## src/ccdp_regs.svh

```systemverilog
// register addresses, field positions, reset values and latency counts
`ifndef CCDP_REGS_SVH
`define CCDP_REGS_SVH
`define CCDP_ADDR_CFG 3'h0
`define CCDP_ADDR_CFG2 3'h1
`define CCDP_ADDR_ODD 3'h3
`define CCDP_ADDR_EVEN 3'h4
`define CCDP_CFG_SCALE_LSB 0
`define CCDP_CFG_PINS_LSB 3
`define CCDP_CFG_PTR_LSB 6
`define CCDP_CFG_RST 8'h00
`define CCDP_CFG2_RST 8'h00
`define CCDP_CFG2_CDS_BIT 0
`define CCDP_CFG2_MONO_BIT 1
`define CCDP_TRIM_RST 8'h00
`define CCDP_LAT_SAMPLE 6
`define CCDP_LAT_WORDS 9
`define CCDP_ADC_W 12
`define CCDP_FULL 12'hfff
`endif

```

## src/ccdp_pkg.sv

```systemverilog
// types shared by the correction sequencer
package ccdp_pkg;
  typedef enum logic [1:0] {
    CCDP_RED = 2'b00,
    CCDP_GREEN = 2'b01,
    CCDP_BLUE = 2'b10
  } ccdp_colour_e;
  typedef enum logic [2:0] {
    CCDP_3CH_CDS = 3'h0,
    CCDP_3CH_SHA = 3'h1,
    CCDP_1CH_CDS = 3'h2,
    CCDP_1CH_SHA = 3'h3,
    CCDP_BAYER = 3'h4
  } ccdp_mode_e;
  typedef struct packed {
    logic [11:0] gain;
    logic [9:0] offset;
  } ccdp_words_s;
  typedef struct packed {
    logic cs_n;
    logic wr_n;
    logic rd_n;
    logic [2:0] addr;
  } ccdp_host_s;
endpackage

```

## src/ccdp_delay.sv

```systemverilog
// fixed-depth delay line for a data word
`timescale 1ns/1ps
module ccdp_delay #(
  parameter int W = 8,
  parameter int D = 1
) (
  input wire logic clk_sys_i,
  input wire logic resetn_i,
  input wire logic [W-1:0] d_i,
  output logic [W-1:0] q_o
);
  logic [W-1:0] stage_r [D];
  always_ff @(posedge clk_sys_i or negedge resetn_i) begin
    if (!resetn_i) begin
      for (int i = 0; i < D; i++) stage_r[i] <= '0;
    end else begin
      stage_r[0] <= d_i;
      for (int i = 1; i < D; i++) stage_r[i] <= stage_r[i-1];
    end
  end
  assign q_o = stage_r[D-1];
endmodule

```

## src/ccdp_sequencer.sv

```systemverilog
// pixel correction sequencer: colour sequencing, odd/even trim, offset, gain, host port
`timescale 1ns/1ps
`include "ccdp_regs.svh"
module ccdp_sequencer (
  // clock and reset
  input wire logic clk_sys_i,
  input wire logic resetn_i,
  // converter and line timing
  input wire logic [11:0] conv_data_i,
  input wire logic line_start_i,
  // pixel-rate correction words
  input wire ccdp_pkg::ccdp_words_s words_i,
  // host strobes and address pins
  input wire ccdp_pkg::ccdp_host_s host_i,
  // shared output / host register data bus
  input wire logic [7:0] host_register_data_i,
  output logic [11:0] dout_o,
  output logic [11:0] dout_oe_o,
  // current mux channel and mode
  output logic [1:0] mux_sel_o,
  output logic [2:0] mode_o
);
  import ccdp_pkg::*;

  localparam int LW = `CCDP_LAT_WORDS - `CCDP_LAT_SAMPLE;

  // pin inputs other than the converter word pass two flops before use
  logic line_start_s;
  ccdp_host_s host_s;
  logic [7:0] wdata_s;
  ccdp_words_s words_s;
  ccdp_sync #(.W(1)) u_sync_line (
    .clk_sys_i(clk_sys_i), .resetn_i(resetn_i), .d_i(line_start_i), .q_o(line_start_s));
  ccdp_sync #(.W(6)) u_sync_host (
    .clk_sys_i(clk_sys_i), .resetn_i(resetn_i), .d_i(host_i), .q_o(host_s));
  ccdp_sync #(.W(8)) u_sync_wdata (
    .clk_sys_i(clk_sys_i), .resetn_i(resetn_i), .d_i(host_register_data_i),
    .q_o(wdata_s));
  // words captured each edge; the sync stages count toward the fixed word latency
  ccdp_sync #(.W(22)) u_sync_words (
    .clk_sys_i(clk_sys_i), .resetn_i(resetn_i), .d_i(words_i), .q_o(words_s));

  // host registers
  logic [7:0] cfg_r;
  logic [7:0] cfg2_r;
  logic [7:0] odd_pixel_offset_trim_r [3];
  logic [7:0] even_pixel_offset_trim_r [3];
  logic [3:0] wr_hist_r;

  wire host_sel = !host_s.cs_n;
  wire wr_act = host_sel && !host_s.wr_n;
  wire rd_act = host_sel && !host_s.rd_n;
  // write waits until the bus is released and the host's data has crossed the synchroniser
  wire wr_pulse = wr_act && wr_hist_r[2] && !wr_hist_r[3];
  wire [1:0] ptr = cfg_r[`CCDP_CFG_PTR_LSB +: 2];
  wire ptr_ok = (ptr != 2'b11);
  wire wr_cfg = wr_pulse && (host_s.addr == `CCDP_ADDR_CFG);
  wire wr_cfg2 = wr_pulse && (host_s.addr == `CCDP_ADDR_CFG2);
  wire wr_odd = wr_pulse && (host_s.addr == `CCDP_ADDR_ODD) && ptr_ok;
  wire wr_even = wr_pulse && (host_s.addr == `CCDP_ADDR_EVEN) && ptr_ok;

  always_ff @(posedge clk_sys_i or negedge resetn_i) begin
    if (!resetn_i) begin
      wr_hist_r <= 4'h0;
      cfg_r <= `CCDP_CFG_RST;
      cfg2_r <= `CCDP_CFG2_RST;
    end else begin
      wr_hist_r <= {wr_hist_r[2:0], wr_act};
      if (wr_cfg) cfg_r <= wdata_s;
      if (wr_cfg2) cfg2_r <= wdata_s;
    end
  end

  // one odd and one even copy per colour, chosen by the pointer
  always_ff @(posedge clk_sys_i or negedge resetn_i) begin
    if (!resetn_i) begin
      for (int c = 0; c < 3; c++) begin
        odd_pixel_offset_trim_r[c] <= `CCDP_TRIM_RST;
        even_pixel_offset_trim_r[c] <= `CCDP_TRIM_RST;
      end
    end else begin
      if (wr_odd) odd_pixel_offset_trim_r[ptr] <= wdata_s;
      if (wr_even) even_pixel_offset_trim_r[ptr] <= wdata_s;
    end
  end

  // mode from configuration 2: cds bit and mono bit; bayer not sequenced here
  wire mono = cfg2_r[`CCDP_CFG2_MONO_BIT];
  wire cds = cfg2_r[`CCDP_CFG2_CDS_BIT];
  ccdp_mode_e mode;
  assign mode = mono ? (cds ? CCDP_1CH_CDS : CCDP_1CH_SHA)
                     : (cds ? CCDP_3CH_CDS : CCDP_3CH_SHA);

  // colour sequencing and odd/even set tracking
  ccdp_colour_e colour_r, colour_nxt;
  logic odd_set_r, odd_set_nxt;

  always_comb begin
    colour_nxt = colour_r;
    odd_set_nxt = odd_set_r;
    if (!line_start_s) begin
      colour_nxt = CCDP_RED;
      odd_set_nxt = 1'b0;
    end else if (mono) begin
      colour_nxt = ccdp_colour_e'(ptr_ok ? ptr : 2'b00);
      odd_set_nxt = !odd_set_r;
    end else begin
      unique case (colour_r)
        CCDP_RED: colour_nxt = CCDP_GREEN;
        CCDP_GREEN: colour_nxt = CCDP_BLUE;
        CCDP_BLUE: begin
          colour_nxt = CCDP_RED;
          odd_set_nxt = !odd_set_r;
        end
        default: colour_nxt = CCDP_RED;
      endcase
    end
  end

  always_ff @(posedge clk_sys_i or negedge resetn_i) begin
    if (!resetn_i) begin
      colour_r <= CCDP_RED;
      odd_set_r <= 1'b0;
    end else begin
      colour_r <= colour_nxt;
      odd_set_r <= odd_set_nxt;
    end
  end

  // stage 1: odd/even trim on the sampled word
  logic [7:0] trim_sel;
  assign trim_sel = odd_set_r ? odd_pixel_offset_trim_r[colour_r]
                              : even_pixel_offset_trim_r[colour_r];
  // sign-extend and add, one LSB per code
  wire signed [13:0] trim_sum = $signed({2'b00, conv_data_i}) + 14'(signed'(trim_sel));
  logic [11:0] s1_r;

  // words are delayed so they meet the pixel they belong to
  ccdp_words_s words_al;
  ccdp_delay #(.W(22), .D(LW - 1)) u_word_align (
    .clk_sys_i(clk_sys_i), .resetn_i(resetn_i), .d_i(words_s), .q_o(words_al));

  // pin distribution from bits 3-5: bit 3 moves two gain lsbs to offset msbs, bit 4 one, bit 5 none; lowest set bit wins
  wire [2:0] pins = cfg_r[`CCDP_CFG_PINS_LSB +: 3];
  wire sub_on = (pins != 3'b000);
  logic [3:0] gain_w;
  logic [3:0] off_w;
  always_comb begin
    gain_w = 4'd12;
    off_w = 4'd8;
    if (pins[0]) begin
      gain_w = 4'd10;
      off_w = 4'd10;
    end else if (pins[1]) begin
      gain_w = 4'd11;
      off_w = 4'd9;
    end else if (pins[2]) begin
      gain_w = 4'd12;
      off_w = 4'd8;
    end
  end
  // offset word occupies the bus width; upper bits beyond its width are ignored
  wire [9:0] off_mask = 10'h3ff >> (4'd10 - off_w);
  wire [9:0] off_word = sub_on ? (words_al.offset & off_mask) : 10'h000;
  wire [11:0] gain_word = words_al.gain >> (4'd12 - gain_w);

  // stage 2: subtract pixel offset, clamp at zero
  wire signed [13:0] diff = $signed({2'b00, s1_r}) - $signed({4'h0, off_word});
  logic [11:0] s2_r;
  logic [11:0] g2_r;

  // gain scale from bits 0-2: full scale 2x, 3x or 5x; bypass if clear
  wire [2:0] scale = cfg_r[`CCDP_CFG_SCALE_LSB +: 3];
  wire mul_on = (scale != 3'b000);
  logic [3:0] extra_shift;
  always_comb begin
    extra_shift = 4'd0;
    if (scale[2]) extra_shift = 4'd2;
    else if (scale[1]) extra_shift = 4'd1;
  end

  // stage 3: multiply; gain = 1 + word/2^(w - shift)
  wire [23:0] prod = 24'(s2_r) * 24'(g2_r);
  wire [4:0] frac_sh = 5'(gain_w) - 5'(extra_shift);
  wire [23:0] scaled = 24'(s2_r) + (prod >> frac_sh);
  logic [11:0] s3_r;
  logic [11:0] s4_r;

  always_ff @(posedge clk_sys_i or negedge resetn_i) begin
    if (!resetn_i) begin
      s1_r <= '0;
      s2_r <= '0;
      g2_r <= '0;
      s3_r <= '0;
      s4_r <= '0;
    end else begin
      // saturate the trimmed word
      s1_r <= trim_sum[13] ? 12'h000 : (|trim_sum[12:12] ? `CCDP_FULL : trim_sum[11:0]);
      s2_r <= diff[13] ? 12'h000 : diff[11:0];
      g2_r <= gain_word;
      s3_r <= !mul_on ? s2_r : (|scaled[23:12] ? `CCDP_FULL : scaled[11:0]);
      s4_r <= s3_r;
    end
  end

  // pipeline padding so total sample latency is fixed
  logic [11:0] pix_out;
  ccdp_delay #(.W(12), .D(`CCDP_LAT_SAMPLE - 4)) u_out_pad (
    .clk_sys_i(clk_sys_i), .resetn_i(resetn_i), .d_i(s4_r), .q_o(pix_out));

  // read-back mux; reserved addresses read zero
  logic [7:0] rd_mux;
  always_comb begin
    rd_mux = 8'h00;
    unique case (host_s.addr)
      `CCDP_ADDR_CFG: rd_mux = cfg_r;
      `CCDP_ADDR_CFG2: rd_mux = cfg2_r;
      `CCDP_ADDR_ODD: rd_mux = ptr_ok ? odd_pixel_offset_trim_r[ptr] : 8'h00;
      `CCDP_ADDR_EVEN: rd_mux = ptr_ok ? even_pixel_offset_trim_r[ptr] : 8'h00;
      default: rd_mux = 8'h00;
    endcase
  end

  // bus turns to host port while selected with read strobed; released during writes so the host drives it
  always_ff @(posedge clk_sys_i or negedge resetn_i) begin
    if (!resetn_i) begin
      dout_o <= '0;
      dout_oe_o <= '0;
      mux_sel_o <= 2'b00;
      mode_o <= 3'h0;
    end else begin
      if (rd_act) begin
        dout_o <= {4'h0, rd_mux};
        dout_oe_o <= 12'h0ff;
      end else if (wr_act) begin
        dout_o <= '0;
        dout_oe_o <= 12'h000;
      end else begin
        dout_o <= pix_out;
        dout_oe_o <= 12'hfff;
      end
      mux_sel_o <= colour_r;
      mode_o <= mode;
    end
  end
endmodule

```

## src/ccdp_sync.sv

```systemverilog
// two-flop synchroniser for a pin level
`timescale 1ns/1ps
module ccdp_sync #(
  parameter int W = 1
) (
  input wire logic clk_sys_i,
  input wire logic resetn_i,
  input wire logic [W-1:0] d_i,
  output logic [W-1:0] q_o
);
  logic [W-1:0] meta_r;
  logic [W-1:0] sync_r;
  always_ff @(posedge clk_sys_i or negedge resetn_i) begin
    if (!resetn_i) begin
      meta_r <= '0;
      sync_r <= '0;
    end else begin
      meta_r <= d_i;
      sync_r <= meta_r;
    end
  end
  assign q_o = sync_r;
endmodule

```

## config.mk

```make
export PLATFORM = sky130hd
export DESIGN_NAME = ccdp_sequencer
export DESIGN_NICKNAME = d
export VERILOG_FILES = /design/src/ccdp_pkg.sv /design/src/ccdp_delay.sv /design/src/ccdp_sequencer.sv /design/src/ccdp_sync.sv
export VERILOG_INCLUDE_DIRS = /design/src
export SDC_FILE = /design/constraint.sdc
export NUM_CORES = 1
export LEC_CHECK = 0
export ABC_AREA = 1
export BUFFER_PORTS_ARGS = -buffer_cell sky130_fd_sc_hd__buf_2
export CORE_UTILIZATION = 49
export CTS_CLUSTER_DIAMETER = 100
export DETAILED_ROUTE_END_ITERATION = 12
export PLACE_DENSITY = 0.66
export SYNTH_ARGS = -nofsm -noshare
export SYNTH_HDL_FRONTEND = slang
export SYNTH_SLANG_ARGS = --single-unit
```

## constraint.sdc

```tcl
create_clock -name clk_sys_i -period 8.36 [get_ports clk_sys_i]
set_input_delay 0.418 -clock clk_sys_i [delete_from_list [all_inputs] [get_ports clk_sys_i]]
set_output_delay 0.418 -clock clk_sys_i [all_outputs]
set_load 0.05 [all_outputs]
```

Word level (Yosys, flattened, before mapping)
Cells that the tools add are included.
{"block": "op_classes", "shifts": 3, "n_reduce_logical": 21, "mux": 46, "n_bitwise": 3, "add_sub_neg": 6, "eq_ne": 7, "n_lt_le_gt_ge": 3, "n_mul": 1}
{"cell": "$mux 12", "count": 9}
{"cell": "$mux 8", "count": 12}
{"cell": "$bmux 8 s2", "count": 4}
{"cell": "$bwmux 24", "count": 2}
{"cell": "$pmux 8 s4", "count": 1}
{"cell": "$add 12x24->24", "count": 1}
{"cell": "$mul 12x12->24", "count": 1}
{"cell": "$shr 24x5->24", "count": 1}
{"cell": "$demux 8 s2", "count": 1}
{"cell": "$add 13x8->14", "count": 1}
{"cell": "$sub 12x10->13", "count": 1}
{"cell": "$mux 2", "count": 6}
{"cell": "$reduce_or 12->1", "count": 1}
{"cell": "$shr 12x4->12", "count": 1}
{"cell": "$logic_and 1x1->1", "count": 11}
{"cell": "$and 10x10->10", "count": 1}
{"cell": "$mux 10", "count": 1}
{"cell": "$shr 10x4->10 const A", "count": 1}
{"cell": "$sub 4x4->4 const A", "count": 2}
{"cell": "$mux 1", "count": 7}
{"cell": "$ge 3x3->1 const B", "count": 2}
{"cell": "$mux 3", "count": 2}
{"cell": "$not 2->3", "count": 2}
{"cell": "$reduce_bool 3->1", "count": 2}
{"cell": "13 further kinds", "count": 17}
{"block": "word_totals", "in_bits": 51, "output_inout_bits": 29, "word_cells": 122, "ff_bits": 301}

Depth between registers and ports, before layout
{"block": "depth", "depth_word": 8, "ltp_mapped": 49}

Cells and area by module
Synthesis repeated with hierarchy kept, for this count alone.
{"block": "hier_totals", "hier_cells": 2166, "area_unflattened_um2": 18286.3}
{"mod": "ccdp_sequencer", "area_per_inst_um2": 14477.6, "instances": 1, "cells_per_inst": 1990}
{"mod": "ccdp_delay (u_word_align)", "area_per_inst_um2": 1266.2, "instances": 1, "cells_per_inst": 66}
{"mod": "ccdp_sync (u_sync_words)", "area_per_inst_um2": 1101.1, "instances": 1, "cells_per_inst": 44}
{"mod": "ccdp_delay (u_out_pad)", "area_per_inst_um2": 690.7, "instances": 1, "cells_per_inst": 36}
{"mod": "ccdp_sync (u_sync_wdata)", "area_per_inst_um2": 400.4, "instances": 1, "cells_per_inst": 16}
{"mod": "ccdp_sync (u_sync_host)", "area_per_inst_um2": 300.3, "instances": 1, "cells_per_inst": 12}
{"mod": "ccdp_sync (u_sync_line)", "area_per_inst_um2": 50.0, "instances": 1, "cells_per_inst": 2}

Worst setup path after synthesis
OpenSTA, ideal clock, no wires.
{"block": "synth_path", "path_type": "reg2reg", "startpoint": "reg s2_r[7]", "endpoint": "reg s3_r[8]", "t_arrival_ps": 7282, "setup_time_ps": 122, "synth_period_minus_slack_ps": 7404, "path_stages_with_launch": 45, "path_slack_ps": 956, "n_path_buf": 2, "path_cell_list": "dfrtp_1 clkbuf_1 nand2_1 fa_1 inv_1 fa_1 inv_1 fa_1 inv_1 fa_1 fa_1 ha_1 nand2_1 inv_1 nand2_1 nand2_1 inv_1 nand2_1 [... 9 more ...] fa_1 nand3b_1 and2_1 o21ai_0 nand2_1 nand2_1 a21oi_1 o21ai_0 nand3_1 nor2_4 nand3_1 nand2_1 nand2_1 nor2_1 nand2_1 nor2_2 buf_6 a21oi_1"}
{"block": "synth_between", "elab_chain_cells": 6}
{"item": "start: declaration", "line": "ccdp_sequencer.sv:169", "text": "logic [11:0] s2_r;"}
{"item": "start signal: assignment", "line": "ccdp_sequencer.sv:199", "text": "s2_r <= diff[13] ? 12'h000 : diff[11:0];"}
{"item": "$mul 12x12->24", "line": "ccdp_sequencer.sv:183", "text": "wire [23:0] prod = 24'(s2_r) * 24'(g2_r);"}
{"item": "$shr 24x5->24", "line": "ccdp_sequencer.sv:185", "text": "wire [23:0] scaled = 24'(s2_r) + (prod >> frac_sh);"}
{"item": "$add 12x24->24 (*)", "line": "ccdp_sequencer.sv:185"}
{"item": "$reduce_or 12->1", "line": "ccdp_sequencer.sv:201", "text": "s3_r <= !mul_on ? s2_r : (|scaled[23:12] ? `CCDP_FULL : scaled[11:0]);"}
{"item": "$mux 12 (*) (2 in a row)", "line": "ccdp_sequencer.sv:201"}
{"item": "end signal: assignment", "line": "ccdp_sequencer.sv:201"}
{"item": "end: declaration", "line": "ccdp_sequencer.sv:186", "text": "logic [11:0] s3_r;"}
Mark *: on every way between the ends. The rest lies on a longest branch, timed or not.
A chain may end at the register's enable or synchronous reset.

Worst setup path in the final report
{"block": "layout_path", "startpoint": "reg s2_r[5]", "endpoint": "reg s3_r[2]"}
Same word-level chain as after synthesis.

==> flow_summary.ini <==
[sta]
skew_ns = 0.00945
drv_slew = 0
period_share = 0.928
worst_slack_ns = 0.606
maxSlewHeadroom = 0.351
hold_viol = 0
min_period_ns = 7.75
finalSetupViolCount = 0
tightest_slew_ns = 0.974
max_freq_mhz = 129

[clock_tree]
tritoncts = done
cts_made_buffers = 29
htreeDepth = 1
cts_root_buf = clkbuf_16
worstSkewPairLatency_ns = 0.55
cts.clk_slew.worst_paths_ns = 0.06
cts_buffer_depth = 3
clock_sinks = 291

[cells_and_area]
ff_latch_area_um2 = 7300
areaGrowthSynthToFinish_pct = 14.4
drive_above_1_share = 0.104
fin_nets = 2481
diodes = 0
multiInputGateArea_um2 = 8760
fillers = 3215

[detailed_routing]
avgRoutedWirePerCell_um = 15.5
vias_per_cell = 5.17
postRouteWirelength_um = 42100
num_vias = 14003
first_iter_violations = 1002
final_antenna_net_count = 0
drt_pass1_iterations = 5
drc_errors = 0

[critical_path]
worst-r2r-cell-count = 44
slowest_delay_ns = 0.53
critPathLaunchType = flip-flop
path_max_fanout = 12
end_kind = flip-flop
cp.required_ns = 8.79
crit_top_cell = nand2_1
crit_slowest_cell = fa_1
crit_type = flip-flop to flip-flop
worstPathArrival_ns = 8.18

[global_route]
grt_pass1_vias = 13489
grt-ovfl-total = 0
grt_max_degree = 107
track_usage = 0.236
antenna_found_initial = 0
grt_pass1_wl_um = 68500

[synthesis]
ys_types = 43
ys.flop_type = dfrtp_1
yosysSeqAreaShare = 0.411
ys_seq_elements = 291
synth_edf_count = 0
synth_nets = 2358
syn_area_per_cell_um2 = 8.41
syn_area_um2 = 17700
ys_warn_count = 0
async_flop_share = 1.00
syn_inst = 2104

[hold_path]
whs_path_depth = 4
min_path_type = primary input to flip-flop

[placement]
pre_cts_ws_ns = 0.151
hpwl_um = 31800
portBuffers = 78
gp_congestion = 0.944

[floorplanning]
initial_utilization = 0.498
die-width_um = 192
pin_count = 80
dieArea_um2 = 36900
rows = 69
core_area_um2 = 35600
fp.dieH_um = 192

[outcome]
status = finished clean

[run]
cap_viol_max_count = 0
-- metal layers --
layer  vias up  part of all wire  global-route usage
li1       6816                 -                   -
met1      6702              0.46               0.343
met2       435              0.46               0.373
met3        50             0.064              0.0364
met4         0             0.017              0.0469
met5         -                 0                   0
-- kinds of logic after synthesis --
group | after synthesis | share of synthesized area
DFF | 291 | 0.411
muxes | 1 | 0.000565
xor gates and xnor gates | 28 | 0.0139
AOI/OAI and AO/OA | 288 | 0.0929
and+or+nand+nor | 838 | 0.194
buffers and inverters | 454 | 0.0998
other | 1 | 0.000212
adders and majority gates | 203 | 0.188
-- cell type report --
cell class,count,area share
clock buffer,32,0.0369
clock inverter,20,0.0136
inverter,379,0.0702
multi-input combinational,1359,0.432
sequential,291,0.360
tap,461,0.0285
timing repair buffer,167,0.0579
-- cell usage in the layout, fill, tap and decap left out, types with 6 or more instances in the layout --
cell type	Yosys	final
a21oi_1	77	74
a221oi_1	21	21
a22oi_1	8	8
buf_2	8	78
buf_4	12	49
bufinv_16	0	6
clkbuf_16	0	29
clkinv_2	0	7
dfrtp_1	291	275
dfrtp_2	0	16
dlygate4sd3_1	0	38
fa_1	104	104
ha_1	99	93
inv_1	376	376
nand2_1	545	541
nand2_2	3	6
nand3_1	132	130
nand4_1	14	14
nor2_1	120	118
o211ai_1	16	16
o21ai_0	141	132
o21ai_1	0	6
xnor2_1	11	10
xor2_1	17	16
-- state kept, by name (all words and copies together), names as in the netlist, 4 cells and up --
name and cells:
s2_r 12, u_sync_words.q_o 22, cfg2_r 8, cfg_r 8, u_sync_words.meta_r 22, u_out_pad.stage_r 12, u_sync_wdata.meta_r 8, g2_r 12
u_sync_host.meta_r 6, s1_r 12, even_pixel_offset_trim_r 24, u_out_pad.q_o 12, s4_r 12, u_sync_host.q_o 6, u_word_align.q_o 22, u_sync_wdata.q_o 8
dout_o 12, s3_r 12, u_word_align.stage_r 22, wr_hist_r 4, odd_pixel_offset_trim_r 24
-- path summary, 6_finish.rpt --
kind | endpoint | slack, ns | from
worst max-delay path | s3_r[2] | 0.61 | s2_r[5]
max in group asynchronous | s4_r[1] | 5.78 | resetn_i
min in group asynchronous | u_sync_wdata.q_o[2] | 0.51 | resetn_i
worst min register to register | u_word_align.q_o[17] | 0.34 | u_word_align.stage_r[39]
worst min-delay path | s1_r[0] | 0.23 | conv_data_i[0]
worst max register to register | s3_r[2] | 0.61 | s2_r[5]
-- repair_timing --
action	CTS	global route
setup buffers	0	25
gates resized for setup	0	50
hold buffers	38	0
endpoints found under the setup margin	0	12
endpoints found under the hold margin	141	0
-- cell usage after synthesis, types with 3 or more instances --
library cell,number,area [um^2]
buf_2,8,40.0
nand3b_1,4,30.0
fa_1,104,2080
a22oi_1,8,60.1
o21ai_0,141,706
nand2_1,545,2050
a21oi_1,77,385
a211oi_1,3,22.5
ha_1,99,1240
nor2_1,120,450
o22ai_1,4,25.0
a32o_1,3,30.0
xor2_1,17,149
inv_1,376,1410
or2_2,5,31.3
nand2_2,3,18.8
dfrtp_1,291,7280
o21bai_1,4,30.0
clkinv_1,3,11.3
a221oi_1,21,184
clkbuf_1,51,191
nand4_1,14,87.6
o31ai_1,3,22.5
nor3_1,5,25.0
a31oi_1,4,25.0
buf_4,12,90.1
xnor2_1,11,96.3
o211ai_1,16,120
buf_1,3,11.3
nand3_1,132,661
-- worst max-delay path, delay by kind of cell, from the launching register on --
| kind | cells | cell delay, ns |
|---|---|---|
| adders and majority gates | 7 | 3.15 |
| AOI/OAI and AO/OA | 8 | 1.26 |
| buffers and inverters | 9 | 0.80 |
| and+or+nand+nor | 20 | 1.92 |
| DFF | 1 | 0.50 |
-- stage by stage --
stage	hold WS [ns]	setup TNS [ns]	instance area (um^2)	cells	util
4_1_cts	0.216	0	20000	2684	0.561
3_5_place_dp	0.335	0	18600	2594	0.522
3_3_place_gp	0.331	0	18600	2594	0.522
5_1_grt	0.289	-0.0260	20300	2709	0.570
2_1_floorplan	0.122	0	17700	2104	-
6_report	0.231	0	20300	2709	0.570
Power is not shown: default switching activity piles up to over one toggle a cycle in this logic, so the estimate is an artifact.
